[src/rtl/flash_seq_pkg.sv]
package flash_seq_pkg;

   // ****************************************************************
   // Timing
   // ****************************************************************
   localparam int CLK_NS       = 25;
   localparam int SETUP_NS     = 25;
   localparam int WE_PULSE_NS  = 35;
   localparam int HOLD_NS      = 25;
   localparam int ACCESS_NS    = 70;
   localparam int SYNC_STAGES  = 2;
   localparam int WINDOW_US    = 50;
   localparam int SETUP_CYC    = (SETUP_NS + CLK_NS - 1) / CLK_NS;
   localparam int WE_CYC       = (WE_PULSE_NS + CLK_NS - 1) / CLK_NS;
   localparam int HOLD_CYC     = (HOLD_NS + CLK_NS - 1) / CLK_NS;
   localparam int READ_CYC     = (ACCESS_NS + CLK_NS - 1) / CLK_NS + SYNC_STAGES;
   // Longest time, so rounded down
   localparam int WINDOW_CYC   = (WINDOW_US * 1000) / CLK_NS;

   // ****************************************************************
   // Addresses and offsets
   // ****************************************************************
   localparam logic [20:0] UNLOCK1_WORD = 21'h000555;
   localparam logic [20:0] UNLOCK2_WORD = 21'h0002aa;
   localparam logic [20:0] UNLOCK1_BYTE = 21'h000aaa;
   localparam logic [20:0] UNLOCK2_BYTE = 21'h000555;
   localparam logic [20:0] QUERY_WORD   = 21'h000055;
   localparam logic [20:0] QUERY_BYTE   = 21'h0000aa;
   localparam logic [20:0] MAKER_OFS    = 21'h000000;
   localparam logic [20:0] DEV_OFS_WORD = 21'h000001;
   localparam logic [20:0] DEV_OFS_BYTE = 21'h000002;
   localparam logic [20:0] PROT_OFS_WORD = 21'h000002;
   localparam logic [20:0] PROT_OFS_BYTE = 21'h000004;
   localparam logic [20:0] SECT_MASK_WORD = 21'h1ff000;
   localparam logic [20:0] SECT_MASK_BYTE = 21'h1fe000;

   // ****************************************************************
   // Command codes
   // ****************************************************************
   localparam logic [7:0] CODE_UNLOCK1  = 8'haa;
   localparam logic [7:0] CODE_UNLOCK2  = 8'h55;
   localparam logic [7:0] CODE_RESET    = 8'hf0;
   localparam logic [7:0] CODE_IDENT    = 8'h90;
   localparam logic [7:0] CODE_QUERY    = 8'h98;
   localparam logic [7:0] CODE_PROGRAM  = 8'ha0;
   localparam logic [7:0] CODE_BYPASS   = 8'h20;
   localparam logic [7:0] CODE_BYP_EXIT = 8'h00;
   localparam logic [7:0] CODE_ERASE    = 8'h80;
   localparam logic [7:0] CODE_CHIP     = 8'h10;
   localparam logic [7:0] CODE_SECTOR   = 8'h30;
   localparam logic [7:0] CODE_SUSPEND  = 8'hb0;
   localparam logic [7:0] CODE_RESUME   = 8'h30;
   localparam logic [1:0] ID_SEL_PROT   = 2'h2;
   localparam logic [1:0] ID_SEL_DEV    = 2'h1;

   typedef enum logic [3:0] {
      OP_READ, OP_RESET, OP_AUTOSEL, OP_QUERY, OP_PROGRAM, OP_BYP_ENTER,
      OP_BYP_EXIT, OP_CHIP_ERASE, OP_SECT_ERASE, OP_SECT_APPEND, OP_SUSPEND, OP_RESUME
   } op_e;

   typedef struct packed {
      logic        rd;
      logic        last;
      logic [20:0] addr;
      logic [15:0] data;
   } cyc_s;

endpackage

[src/rtl/bus_cycle_engine.sv]
`timescale 1ns/1ps
module bus_cycle_engine
   import flash_seq_pkg::*;
(
   input  wire logic        clock,
   input  wire logic        resetn,
   input  wire logic        start,
   input  wire logic        is_read,
   input  wire logic [20:0] addr,
   input  wire logic [15:0] wdata,
   input  wire logic [15:0] dq_in,
   output logic             done,
   output logic [15:0]      rdata,
   output logic [20:0]      flash_addr,
   output logic [15:0]      dq_out,
   output logic             dq_oe,
   output logic             ce_n,
   output logic             we_n,
   output logic             oe_n
);
   typedef enum logic [2:0] {E_IDLE, E_SETUP, E_PULSE, E_HOLD, E_READ} eng_state_e;

   eng_state_e  state_q;
   logic [7:0]  cnt_q;
   logic        rd_q;
   logic [15:0] dq_s1_q;
   logic [15:0] dq_s2_q;

   // ****************************************************************
   // Data pin synchroniser
   // ****************************************************************
   always_ff @(posedge clock) begin
      dq_s1_q <= dq_in;
      dq_s2_q <= dq_s1_q;
   end

   // ****************************************************************
   // Cycle sequencer
   // ****************************************************************
   always_ff @(posedge clock) begin
      if (!resetn) begin
         state_q    <= E_IDLE;
         cnt_q      <= 8'h00;
         rd_q       <= 1'b0;
         done       <= 1'b0;
         rdata      <= 16'h0000;
         flash_addr <= 21'h000000;
         dq_out     <= 16'h0000;
         dq_oe      <= 1'b0;
         ce_n       <= 1'b1;
         we_n       <= 1'b1;
         oe_n       <= 1'b1;
      end else begin
         done <= 1'b0;
         cnt_q <= cnt_q - 8'h01;
         case (state_q)
            E_IDLE: begin
               if (start) begin
                  flash_addr <= addr;
                  dq_out     <= wdata;
                  rd_q       <= is_read;
                  ce_n       <= 1'b0;
                  dq_oe      <= !is_read;
                  oe_n       <= !is_read;
                  cnt_q      <= is_read ? 8'(READ_CYC - 1) : 8'(SETUP_CYC - 1);
                  state_q    <= is_read ? E_READ : E_SETUP;
               end
            end
            E_SETUP: begin
               if (cnt_q == 8'h00) begin
                  // Chip enable already low, so this fall is the later one and latches the address
                  we_n    <= 1'b0;
                  cnt_q   <= 8'(WE_CYC - 1);
                  state_q <= E_PULSE;
               end
            end
            E_PULSE: begin
               if (cnt_q == 8'h00) begin
                  // Write enable rises first, so data is latched here while still driven
                  we_n    <= 1'b1;
                  cnt_q   <= 8'(HOLD_CYC - 1);
                  state_q <= E_HOLD;
               end
            end
            E_HOLD: begin
               if (cnt_q == 8'h00) begin
                  ce_n    <= 1'b1;
                  dq_oe   <= 1'b0;
                  done    <= 1'b1;
                  state_q <= E_IDLE;
               end
            end
            E_READ: begin
               if (cnt_q == 8'h00) begin
                  rdata   <= dq_s2_q;
                  ce_n    <= 1'b1;
                  oe_n    <= 1'b1;
                  done    <= 1'b1;
                  state_q <= E_IDLE;
               end
            end
            default: state_q <= E_IDLE;
         endcase
      end
   end

   // ****************************************************************
   // Checks
   // ****************************************************************
   AST_ADDR_LATCH: assert property (@(posedge clock) disable iff (!resetn)
      $fell(we_n) |-> !ce_n && dq_oe && $stable(flash_addr))
      else $error("write strobe fell without chip enable and stable address");
   AST_DATA_LATCH: assert property (@(posedge clock) disable iff (!resetn)
      $rose(we_n) |-> !ce_n && dq_oe && $stable(dq_out) ##1 $rose(ce_n) && $fell(dq_oe))
      else $error("data not held across write strobe rise");
   AST_READ_SHAPE: assert property (@(posedge clock) disable iff (!resetn)
      $fell(oe_n) |-> !dq_oe && we_n)
      else $error("read cycle with bus driven");

endmodule // bus_cycle_engine

[src/rtl/flash_command_sequencer.sv]
`timescale 1ns/1ps
// How it works
// - A plain read is one read cycle with no unlock or command writes.
// - Reset is one write of F0; it leaves identification and query modes.
// - All cycles are writes except plain read and the fourth identification cycle.
// - Identification, program, bypass entry and erase open with AA then 55 at mode's unlock addresses; upper data byte zero.
// - Identification: unlock, 90, then read maker or device code offset.
// - Program: unlock, A0, then value to target address.
// - Bypass mode entered by unlock then 20; needed before bypass program.
// - Bypass program is A0 then value to target, no unlock cycles.
// - Bypass exit is 90 then 00 to any address.
// - Erase: unlock, 80, unlock, then 10 for chip or 30 to sector.
module flash_command_sequencer
   import flash_seq_pkg::*;
#(
   parameter int ADDR_W = 21
)(
   input  wire logic              clock,
   input  wire logic              resetn,
   input  wire logic              cmd_valid,
   input  wire op_e               cmd_op,
   input  wire logic [ADDR_W-1:0] cmd_addr,
   input  wire logic [15:0]       cmd_data,
   input  wire logic              cmd_byte_mode,
   output logic                   cmd_ready,
   output logic                   cmd_error,
   output logic                   rd_valid,
   output logic [15:0]            rd_data,
   output logic                   bypass_mode,
   output logic                   erase_suspended,
   output logic [ADDR_W-1:0]      flash_addr,
   output logic [15:0]            dq_out,
   output logic                   dq_oe,
   input  wire logic [15:0]       dq_in,
   output logic                   ce_n,
   output logic                   we_n,
   output logic                   oe_n,
   output logic                   flash_reset_n,
   input  wire logic              ready_busy_n
);
   typedef enum logic [1:0] {S_IDLE, S_RUN, S_WAIT} seq_state_e;

   seq_state_e  state_q;
   op_e         op_q;
   logic [20:0] addr_q;
   logic [15:0] data_q;
   logic        bm_q;
   logic [2:0]  step_q;
   logic        start_q;
   logic        id_mode_q;
   logic        query_q;
   logic        sect_erase_q;
   logic [11:0] window_q;
   logic        rb_s1_q;
   logic        rb_s2_q;
   logic        rb_prev_q;
   logic        eng_done;
   logic        accept;
   cyc_s        cyc;

   // ****************************************************************
   // Sequence table
   // ****************************************************************
   function automatic cyc_s seq_cycle(op_e op, logic [2:0] st, logic bm, logic byp,
                                      logic [20:0] a, logic [15:0] d);
      cyc_s        c;
      logic [20:0] u1;
      logic [20:0] u2;
      logic [20:0] sa;
      logic [20:0] ofs;
      u1  = bm ? UNLOCK1_BYTE : UNLOCK1_WORD;
      u2  = bm ? UNLOCK2_BYTE : UNLOCK2_WORD;
      sa  = a & (bm ? SECT_MASK_BYTE : SECT_MASK_WORD);
      ofs = (d[1:0] == ID_SEL_DEV) ? (bm ? DEV_OFS_BYTE : DEV_OFS_WORD) : MAKER_OFS;
      if (d[1:0] == ID_SEL_PROT)
         ofs = sa | (bm ? PROT_OFS_BYTE : PROT_OFS_WORD);
      // Upper data byte stays zero on unlock and command cycles, upper address bits too except on the 30 to sector
      c = '{rd: 1'b0, last: 1'b0, addr: u1, data: {8'h00, CODE_UNLOCK1}};
      if (st == 3'd1 || st == 3'd4) begin
         c.addr = u2;
         c.data = {8'h00, CODE_UNLOCK2};
      end
      case (op)
         OP_READ:        c = '{rd: 1'b1, last: 1'b1, addr: a, data: 16'h0000};
         OP_RESET:       c = '{rd: 1'b0, last: 1'b1, addr: 21'h0, data: {8'h00, CODE_RESET}};
         OP_QUERY:       c = '{rd: 1'b0, last: 1'b1, addr: bm ? QUERY_BYTE : QUERY_WORD,
                               data: {8'h00, CODE_QUERY}};
         OP_SUSPEND:     c = '{rd: 1'b0, last: 1'b1, addr: 21'h0, data: {8'h00, CODE_SUSPEND}};
         OP_RESUME:      c = '{rd: 1'b0, last: 1'b1, addr: 21'h0, data: {8'h00, CODE_RESUME}};
         OP_SECT_APPEND: c = '{rd: 1'b0, last: 1'b1, addr: sa, data: {8'h00, CODE_SECTOR}};
         OP_AUTOSEL: begin
            if (st == 3'd2) c.data = {8'h00, CODE_IDENT};
            if (st == 3'd3) c = '{rd: 1'b1, last: 1'b1, addr: ofs, data: 16'h0000};
         end
         OP_PROGRAM: begin
            if (byp) begin
               c = '{rd: 1'b0, last: 1'b0, addr: 21'h0, data: {8'h00, CODE_PROGRAM}};
               if (st == 3'd1) c = '{rd: 1'b0, last: 1'b1, addr: a, data: d};
            end else begin
               if (st == 3'd2) c.data = {8'h00, CODE_PROGRAM};
               if (st == 3'd3) c = '{rd: 1'b0, last: 1'b1, addr: a, data: d};
            end
         end
         OP_BYP_ENTER: begin
            if (st == 3'd2) c = '{rd: 1'b0, last: 1'b1, addr: u1, data: {8'h00, CODE_BYPASS}};
         end
         OP_BYP_EXIT: begin
            c = '{rd: 1'b0, last: (st == 3'd1), addr: 21'h0,
                  data: {8'h00, (st == 3'd1) ? CODE_BYP_EXIT : CODE_IDENT}};
         end
         OP_CHIP_ERASE, OP_SECT_ERASE: begin
            if (st == 3'd2) c.data = {8'h00, CODE_ERASE};
            if (st == 3'd5) begin
               c.last = 1'b1;
               c.addr = (op == OP_SECT_ERASE) ? sa : u1;
               c.data = {8'h00, (op == OP_SECT_ERASE) ? CODE_SECTOR : CODE_CHIP};
            end
         end
         default: c.last = 1'b1;
      endcase
      return c;
   endfunction

   // Only sequences the device is known to honour in its current mode are sent
   function automatic logic op_legal(op_e op, logic byp, logic susp, logic sect, logic win,
                                     logic idm, logic qry);
      if (byp)
         return op == OP_PROGRAM || op == OP_BYP_EXIT || op == OP_READ;
      case (op)
         OP_QUERY:       return !qry && !sect || idm;
         OP_SUSPEND:     return sect && !susp;
         OP_RESUME:      return susp;
         OP_SECT_APPEND: return win && !susp;
         OP_BYP_EXIT:    return 1'b0;
         OP_BYP_ENTER, OP_CHIP_ERASE, OP_SECT_ERASE: return !sect;
         default:        return !sect || susp || op == OP_RESET;
      endcase
   endfunction

   assign cyc    = seq_cycle(op_q, step_q, bm_q, bypass_mode, addr_q, data_q);
   assign accept = cmd_valid && cmd_ready;

   // ****************************************************************
   // Command sequencing
   // ****************************************************************
   always_ff @(posedge clock) begin
      if (!resetn) begin
         state_q   <= S_IDLE;
         op_q      <= OP_READ;
         addr_q    <= 21'h000000;
         data_q    <= 16'h0000;
         bm_q      <= 1'b0;
         step_q    <= 3'd0;
         start_q   <= 1'b0;
         cmd_ready <= 1'b0;
         cmd_error <= 1'b0;
         rd_valid  <= 1'b0;
      end else begin
         start_q   <= 1'b0;
         cmd_error <= 1'b0;
         rd_valid  <= 1'b0;
         case (state_q)
            S_IDLE: begin
               cmd_ready <= 1'b1;
               if (accept) begin
                  cmd_ready <= 1'b0;
                  op_q      <= cmd_op;
                  addr_q    <= 21'(cmd_addr);
                  data_q    <= cmd_data;
                  bm_q      <= cmd_byte_mode;
                  step_q    <= 3'd0;
                  if (op_legal(cmd_op, bypass_mode, erase_suspended, sect_erase_q, window_q != 12'h000,
                               id_mode_q, query_q)) begin
                     start_q <= 1'b1;
                     state_q <= S_WAIT;
                  end else begin
                     // Refused instead of sent, a stray write would abort the device's sequence
                     cmd_error <= 1'b1;
                  end
               end
            end
            S_RUN: begin
               start_q <= 1'b1;
               state_q <= S_WAIT;
            end
            S_WAIT: begin
               if (eng_done) begin
                  if (cyc.last) begin
                     rd_valid <= cyc.rd;
                     state_q  <= S_IDLE;
                  end else begin
                     step_q  <= step_q + 3'd1;
                     state_q <= S_RUN;
                  end
               end
            end
            default: state_q <= S_IDLE;
         endcase
      end
   end

   // ****************************************************************
   // Device mode tracking
   // ****************************************************************
   logic seq_end;
   assign seq_end = (state_q == S_WAIT) && eng_done && cyc.last;

   always_ff @(posedge clock) begin
      if (!resetn) begin
         id_mode_q       <= 1'b0;
         query_q         <= 1'b0;
         bypass_mode     <= 1'b0;
         sect_erase_q    <= 1'b0;
         erase_suspended <= 1'b0;
         window_q        <= 12'h000;
         flash_reset_n   <= 1'b0;
      end else begin
         flash_reset_n <= 1'b1;
         if (window_q != 12'h000)
            window_q <= window_q - 12'h001;
         // Busy to ready edge ends a running erase
         if (rb_s2_q && !rb_prev_q && !erase_suspended && window_q == 12'h000)
            sect_erase_q <= 1'b0;
         if (seq_end) begin
            case (op_q)
               OP_RESET:      begin id_mode_q <= 1'b0; query_q <= 1'b0; end
               OP_AUTOSEL:    id_mode_q <= 1'b1;
               OP_QUERY:      query_q <= 1'b1;
               OP_BYP_ENTER:  bypass_mode <= 1'b1;
               OP_BYP_EXIT:   bypass_mode <= 1'b0;
               OP_SECT_ERASE, OP_SECT_APPEND: begin
                  sect_erase_q <= 1'b1;
                  // Two clocks pass from the strobe rise to here and four from accept to the next rise
                  window_q     <= 12'(WINDOW_CYC - 6);
               end
               OP_SUSPEND:    begin erase_suspended <= 1'b1; window_q <= 12'h000; end
               OP_RESUME:     erase_suspended <= 1'b0;
               default:       id_mode_q <= id_mode_q;
            endcase
         end
      end
   end

   // ****************************************************************
   // Ready/busy pin synchroniser
   // ****************************************************************
   always_ff @(posedge clock) begin
      rb_s1_q   <= ready_busy_n;
      rb_s2_q   <= rb_s1_q;
      rb_prev_q <= rb_s2_q;
   end

   bus_cycle_engine u_engine (
      .clock      (clock),
      .resetn     (resetn),
      .start      (start_q),
      .is_read    (cyc.rd),
      .addr       (cyc.addr),
      .wdata      (cyc.data),
      .dq_in      (dq_in),
      .done       (eng_done),
      .rdata      (rd_data),
      .flash_addr (flash_addr),
      .dq_out     (dq_out),
      .dq_oe      (dq_oe),
      .ce_n       (ce_n),
      .we_n       (we_n),
      .oe_n       (oe_n)
   );

   // ****************************************************************
   // Checks
   // ****************************************************************
   AST_READ_DIRECT: assert property (@(posedge clock) disable iff (!resetn)
      start_q && op_q == OP_READ |-> cyc.rd && cyc.last && step_q == 3'd0 && cyc.addr == addr_q)
      else $error("plain read not a single read cycle");
   AST_RESET_CODE: assert property (@(posedge clock) disable iff (!resetn)
      seq_end && op_q == OP_RESET |=> !id_mode_q && !query_q)
      else $error("reset did not leave identification or query mode");
   AST_READ_ONLY_ID4: assert property (@(posedge clock) disable iff (!resetn)
      start_q && cyc.rd |-> op_q == OP_READ || (op_q == OP_AUTOSEL && step_q == 3'd3))
      else $error("read cycle inside a command sequence");
   AST_UNLOCK_PAIR: assert property (@(posedge clock) disable iff (!resetn)
      start_q && step_q == 3'd0 && op_q inside {OP_AUTOSEL, OP_CHIP_ERASE, OP_SECT_ERASE, OP_BYP_ENTER}
      |-> cyc.data == 16'h00aa ##[1:20] start_q && cyc.data == 16'h0055)
      else $error("unlock pair malformed");
   AST_ID_ENTRY: assert property (@(posedge clock) disable iff (!resetn)
      start_q && op_q == OP_AUTOSEL && step_q == 3'd2 |-> cyc.data == 16'h0090 ##[1:20] start_q && cyc.rd)
      else $error("identification entry malformed");
   AST_PROG_FOUR: assert property (@(posedge clock) disable iff (!resetn)
      start_q && op_q == OP_PROGRAM && !bypass_mode && step_q == 3'd2 |-> cyc.data == 16'h00a0 && !cyc.last)
      else $error("program setup cycle wrong");
   AST_BYPASS_ENTRY: assert property (@(posedge clock) disable iff (!resetn)
      $rose(bypass_mode) |-> $past(op_q) == OP_BYP_ENTER && $past(step_q) == 3'd2)
      else $error("bypass mode entered without its sequence");
   AST_BYPASS_PROG: assert property (@(posedge clock) disable iff (!resetn)
      start_q && op_q == OP_PROGRAM && bypass_mode |-> step_q <= 3'd1 && (step_q == 3'd1) == cyc.last)
      else $error("bypass program not two cycles");
   AST_BYPASS_EXIT: assert property (@(posedge clock) disable iff (!resetn)
      start_q && op_q == OP_BYP_EXIT && step_q == 3'd1 |-> cyc.data == 16'h0000 ##[1:20] !bypass_mode)
      else $error("bypass exit malformed");
   AST_ERASE_LAST: assert property (@(posedge clock) disable iff (!resetn)
      start_q && op_q == OP_SECT_ERASE && step_q == 3'd5 |-> cyc.data == 16'h0030 && cyc.last)
      else $error("sector erase final cycle wrong");
   AST_APPEND_WINDOW: assert property (@(posedge clock) disable iff (!resetn)
      start_q && op_q == OP_SECT_APPEND |-> $past(window_q) != 12'h000)
      else $error("sector append outside the window");

endmodule // flash_command_sequencer

[config.mk]
export PLATFORM = sky130hd
export DESIGN_NAME = flash_command_sequencer
export DESIGN_NICKNAME = d
export VERILOG_FILES = /design/src/rtl/flash_seq_pkg.sv /design/src/rtl/bus_cycle_engine.sv /design/src/rtl/flash_command_sequencer.sv
export SDC_FILE = /design/constraint.sdc
export NUM_CORES = 1
export LEC_CHECK = 0
export ABC_AREA = 0
export BUFFER_PORTS_ARGS = -buffer_cell sky130_fd_sc_hd__buf_2
export CORE_ASPECT_RATIO = 0.75
export CORE_MARGIN = 2
export CORE_UTILIZATION = 60
export CTS_CLUSTER_SIZE = 16
export DETAILED_ROUTE_END_ITERATION = 6
export PLACE_DENSITY = 0.89
export SYNTH_ARGS = -nofsm -noshare
export SYNTH_HDL_FRONTEND = slang
export SYNTH_HIERARCHICAL = 1
export SYNTH_SLANG_ARGS = --single-unit
[constraint.sdc]
create_clock -name clock -period 7.4 [get_ports clock]
set_clock_uncertainty 0.15 [all_clocks]
set_input_delay 1.11 -clock clock [delete_from_list [all_inputs] [get_ports clock]]
set_output_delay 1.11 -clock clock [all_outputs]
set_load 0.01 [all_outputs]
==> metrics.md <==
| Metric | Value |
|---|---|
| Status | finished clean |
| Setup CP Type | reg2reg |
| Setup bufs post-CTS | 0 |
| Initial core utilization | 61.7% |
| Top cells by area, synth | dfxtp_1, nand2_1, a21oi_1, a21boi_0, mux2i_1 |
| Most area-hungry cell type in the Yosys netlist | dfxtp_1 |
| Gpl congestion | 1.04 |
| Detailed-route DRC error count | 0 |
| DRT Wirelength | 19,500 um |
| Post-Synth XOR/XNOR Area | 1.27% |
| Largest family of logic cells by synthesized area | simple AND/OR/NAND/NOR gates |
| Fillers | 954 |
| Post-CTS resize count | 0 |
| Slew of the pin with the lowest slew margin | 1.01 ns |
| WL/cell | 16.6 um |
| Worst-path fanout max | 11 |
| Synth Area in Compound Gates | 19.0% |
| Peak supply drop | 0.000192 V |
| Share of cells above drive strength 1 | 18.1% |
| Register area | 3460 um^2 |
| Cell Pwr Density | 273 nW/um^2 |
| Final setup viols | 0 |
| Sequential share of the synthesized area | 45.6% |
| Drt pass-1 iters | 6 |
| #FFs+latches synth | 173 |
| DR iter-0 viols | 726 |
| Required @ worst endpoint | 7.55 ns |
| First-pass GRT wire length | 31,700 um |
| I/O pin cnt | 125 |
| Synth top area share | 45.6% |
| P&R area growth vs syn | 16.9% |
| Syn Nets | 977 |
| Routed vias | 6,927 |
| Syn. warnings | 6 |
| Top FF cell, synth | dfxtp_1 |
| # hold bufs at CTS | 0 |
| Synth Area per Inst | 8.37 um^2 |
| DRT antenna net count | 0 |
| Fin. max-slew vios | 0 |
| Cell area after layout | 8870 um^2 |
| Min Tclk post-route | 3.41 ns |
| Core ar. | 12,300 um^2 |
| Yosys cell types | 76 |
| Post-synth EDFFs | 0 |
| Setup WS pre-CTS | 4.19 ns |
| Worst-Skew Late Latency | 0.43 ns |
| Synth Area in Simple Gates | 25.2% |
| Num CTS Buffers | 17 |
| Placed cell area | 8240 um^2 |
| Setup crit end kind | flip-flop |
| Slew HR | 32.8% |
| Worst EP arrival | 3.57 ns |
| Adder-cell share of the synthesized area | 1.32% |
| Final hold slack | 0.181 ns |
| Synth Cell Area | 7590 um^2 |
| Area of the multi-input gates | 3810 um^2 |
| Clk pin slew, worst setup/hold paths | 0.08 ns |
| Critical Path Source Type | flip-flop |
| Total die area | 13,600 um^2 |
| Layout Utilization | 72.1% |
| Final period utilization | 46.1% |
| Fin nets | 1,068 |
| Mux cell area share after synthesis | 3.33% |
| Diode count | 0 |
| Hold Fails Final Rpt | 0 |
| Number of global-route vias before repair | 6,429 |
| HP Class | reg2reg |
| Placed Cells | 1,145 |
| Final WS setup | 3.99 ns |
| Largest net degree at the start of global routing | 102 |
| Initial antenna violation count | 0 |
| I/O Buffers | 124 |
| Die Span Y | 101 um |
| CTS max path bufs | 2 |
| DP HPWL | 13,100 um |
| Root Driver | clkbuf_16 |
| All-Layer GR Usage | 29.2% |
| RSZ-0062 raised after global routing | false |
| Clock sink count | 173 |
| Number of vias per cell | 5.89 |
| Max-Cap Viols | 0 |
| Power, Total | 2.42 mW |
| Htree depth | 4 |
| Peak Freq | 293 MHz |
| Post-route insts no fill | 1,177 |
| Row Count | 35 |
| Ys async rst share | 0% |
| Chip width | 134 um |
| CTS tree | built |
| Grt total ovfl | 0 |
| Setup_tns | 0 ns |
| LEAKAGE | 3.50 nW |
| Cells after Synth | 907 |
[registers in the layout, indices dropped and copies added, names as in the netlist, 2 cells and up]
signal	count
u_engine/state_q	3
state_q	2
window_q	12
step_q	3
u_engine/dq_s1_q	16
u_engine/cnt_q	8
data_q	16
u_engine/flash_addr	21
u_engine/rdata	16
u_engine/dq_s2_q	16
op_q	4
addr_q	21
u_engine/dq_out	16
[synth_stat cells, drive strengths merged (14+ instances only)]
master  instances
o21ai          29
nand2         230
dfxtp         173
nor2           30
mux2i          23
clkbuf         50
a21oi          72
inv            19
a21boi         43
and2           19
nand3          14
nand2b         14
[path summary, 6_finish.rpt]
| kind | startpoint | to | slack, ns | cells after the start |
|---|---|---|---|---|
| worst max-delay path | step_q[1]$_SDFFE_PN0P_ | u_engine/flash_addr[0]$_SDFFE_PN0P_ | 3.99 | 13 |
| worst min register to register | u_engine/dq_s1_q[5]$_DFF_P_ | u_engine/dq_s2_q[5]$_DFF_P_ | 0.18 | 0 |
| worst min-delay path | u_engine/dq_s1_q[5]$_DFF_P_ | u_engine/dq_s2_q[5]$_DFF_P_ | 0.18 | 0 |
| worst max register to register | step_q[1]$_SDFFE_PN0P_ | u_engine/flash_addr[0]$_SDFFE_PN0P_ | 3.99 | 13 |
[cell families (layout without fill, tap and decap cells)]
family	count (synthesis)	in the layout
compound gates	216	216
buf+inv	80	184
xor+xnor	11	11
mux	25	25
flops	173	173
simple gates	394	394
fa+ha+maj	8	8
[where the power goes]
group	internal, mW	switching [mW]
clock network	0.467	0.447
registers	1.00	0.0668
logic	0.180	0.261
[cell usage in the layout (no fill, tap or decap), types with 4 or more instances in the layout]
| cell type | instances |
|---|---|
| buf_2 | 124 |
| xnor2_1 | 6 |
| xor2_1 | 5 |
| nand2b_1 | 14 |
| nor2b_1 | 7 |
| nor3_1 | 10 |
| a21oi_1 | 71 |
| a211oi_1 | 9 |
| mux2i_1 | 23 |
| o22ai_1 | 6 |
| buf_4 | 9 |
| nand3_1 | 13 |
| or2_2 | 4 |
| clkbuf_16 | 17 |
| clkinv_8 | 7 |
| nor2_1 | 30 |
| nor4_1 | 7 |
| a21boi_0 | 43 |
| and3_1 | 7 |
| nand2_1 | 230 |
| dfxtp_1 | 173 |
| inv_1 | 19 |
| ha_1 | 8 |
| nor3b_1 | 7 |
| o21ai_0 | 28 |
| a31oi_1 | 7 |
| o21a_1 | 7 |
| nor4b_1 | 5 |
| or3_1 | 9 |
| nand3b_1 | 7 |
| and2_1 | 19 |
| o31ai_1 | 6 |
[worst max-delay path, cell delays in order, from the launching register on]
cell and delay, ns:
dfxtp_1 0.35, inv_1 0.08, ha_1 0.33, nand2b_1 0.24, nand2_1 0.16, inv_1 0.07, ha_1 0.32, inv_1 0.26
mux2i_1 0.12, a221oi_1 0.53, o211ai_1 0.27, o21a_1 0.27, nand2_1 0.07, a21oi_1 0.07
[layout make-up]
class / instances / area share, %
multi-input cells: 654 / 42.9
flip-flops and latches: 173 / 39.0
repair buffers: 133 / 7.76
clock buffers: 17 / 4.79
well taps: 166 / 2.34
clock inverters: 15 / 2.33
inverters: 19 / 0.804
[per-layer routing]
layer / GRT usage [%] / routed length [um] / vias to the layer above / share of wire, %
li1: - / - / 3328 / -
met1: 39.2 / 8820 / 3267 / 45
met2: 46.2 / 8870 / 291 / 45
met3: 6.71 / 1460 / 41 / 7.5
met4: 11.5 / 376 / 0 / 1.9
met5: 0 / 0 / - / 0
(Power assumes the default switching activity.)
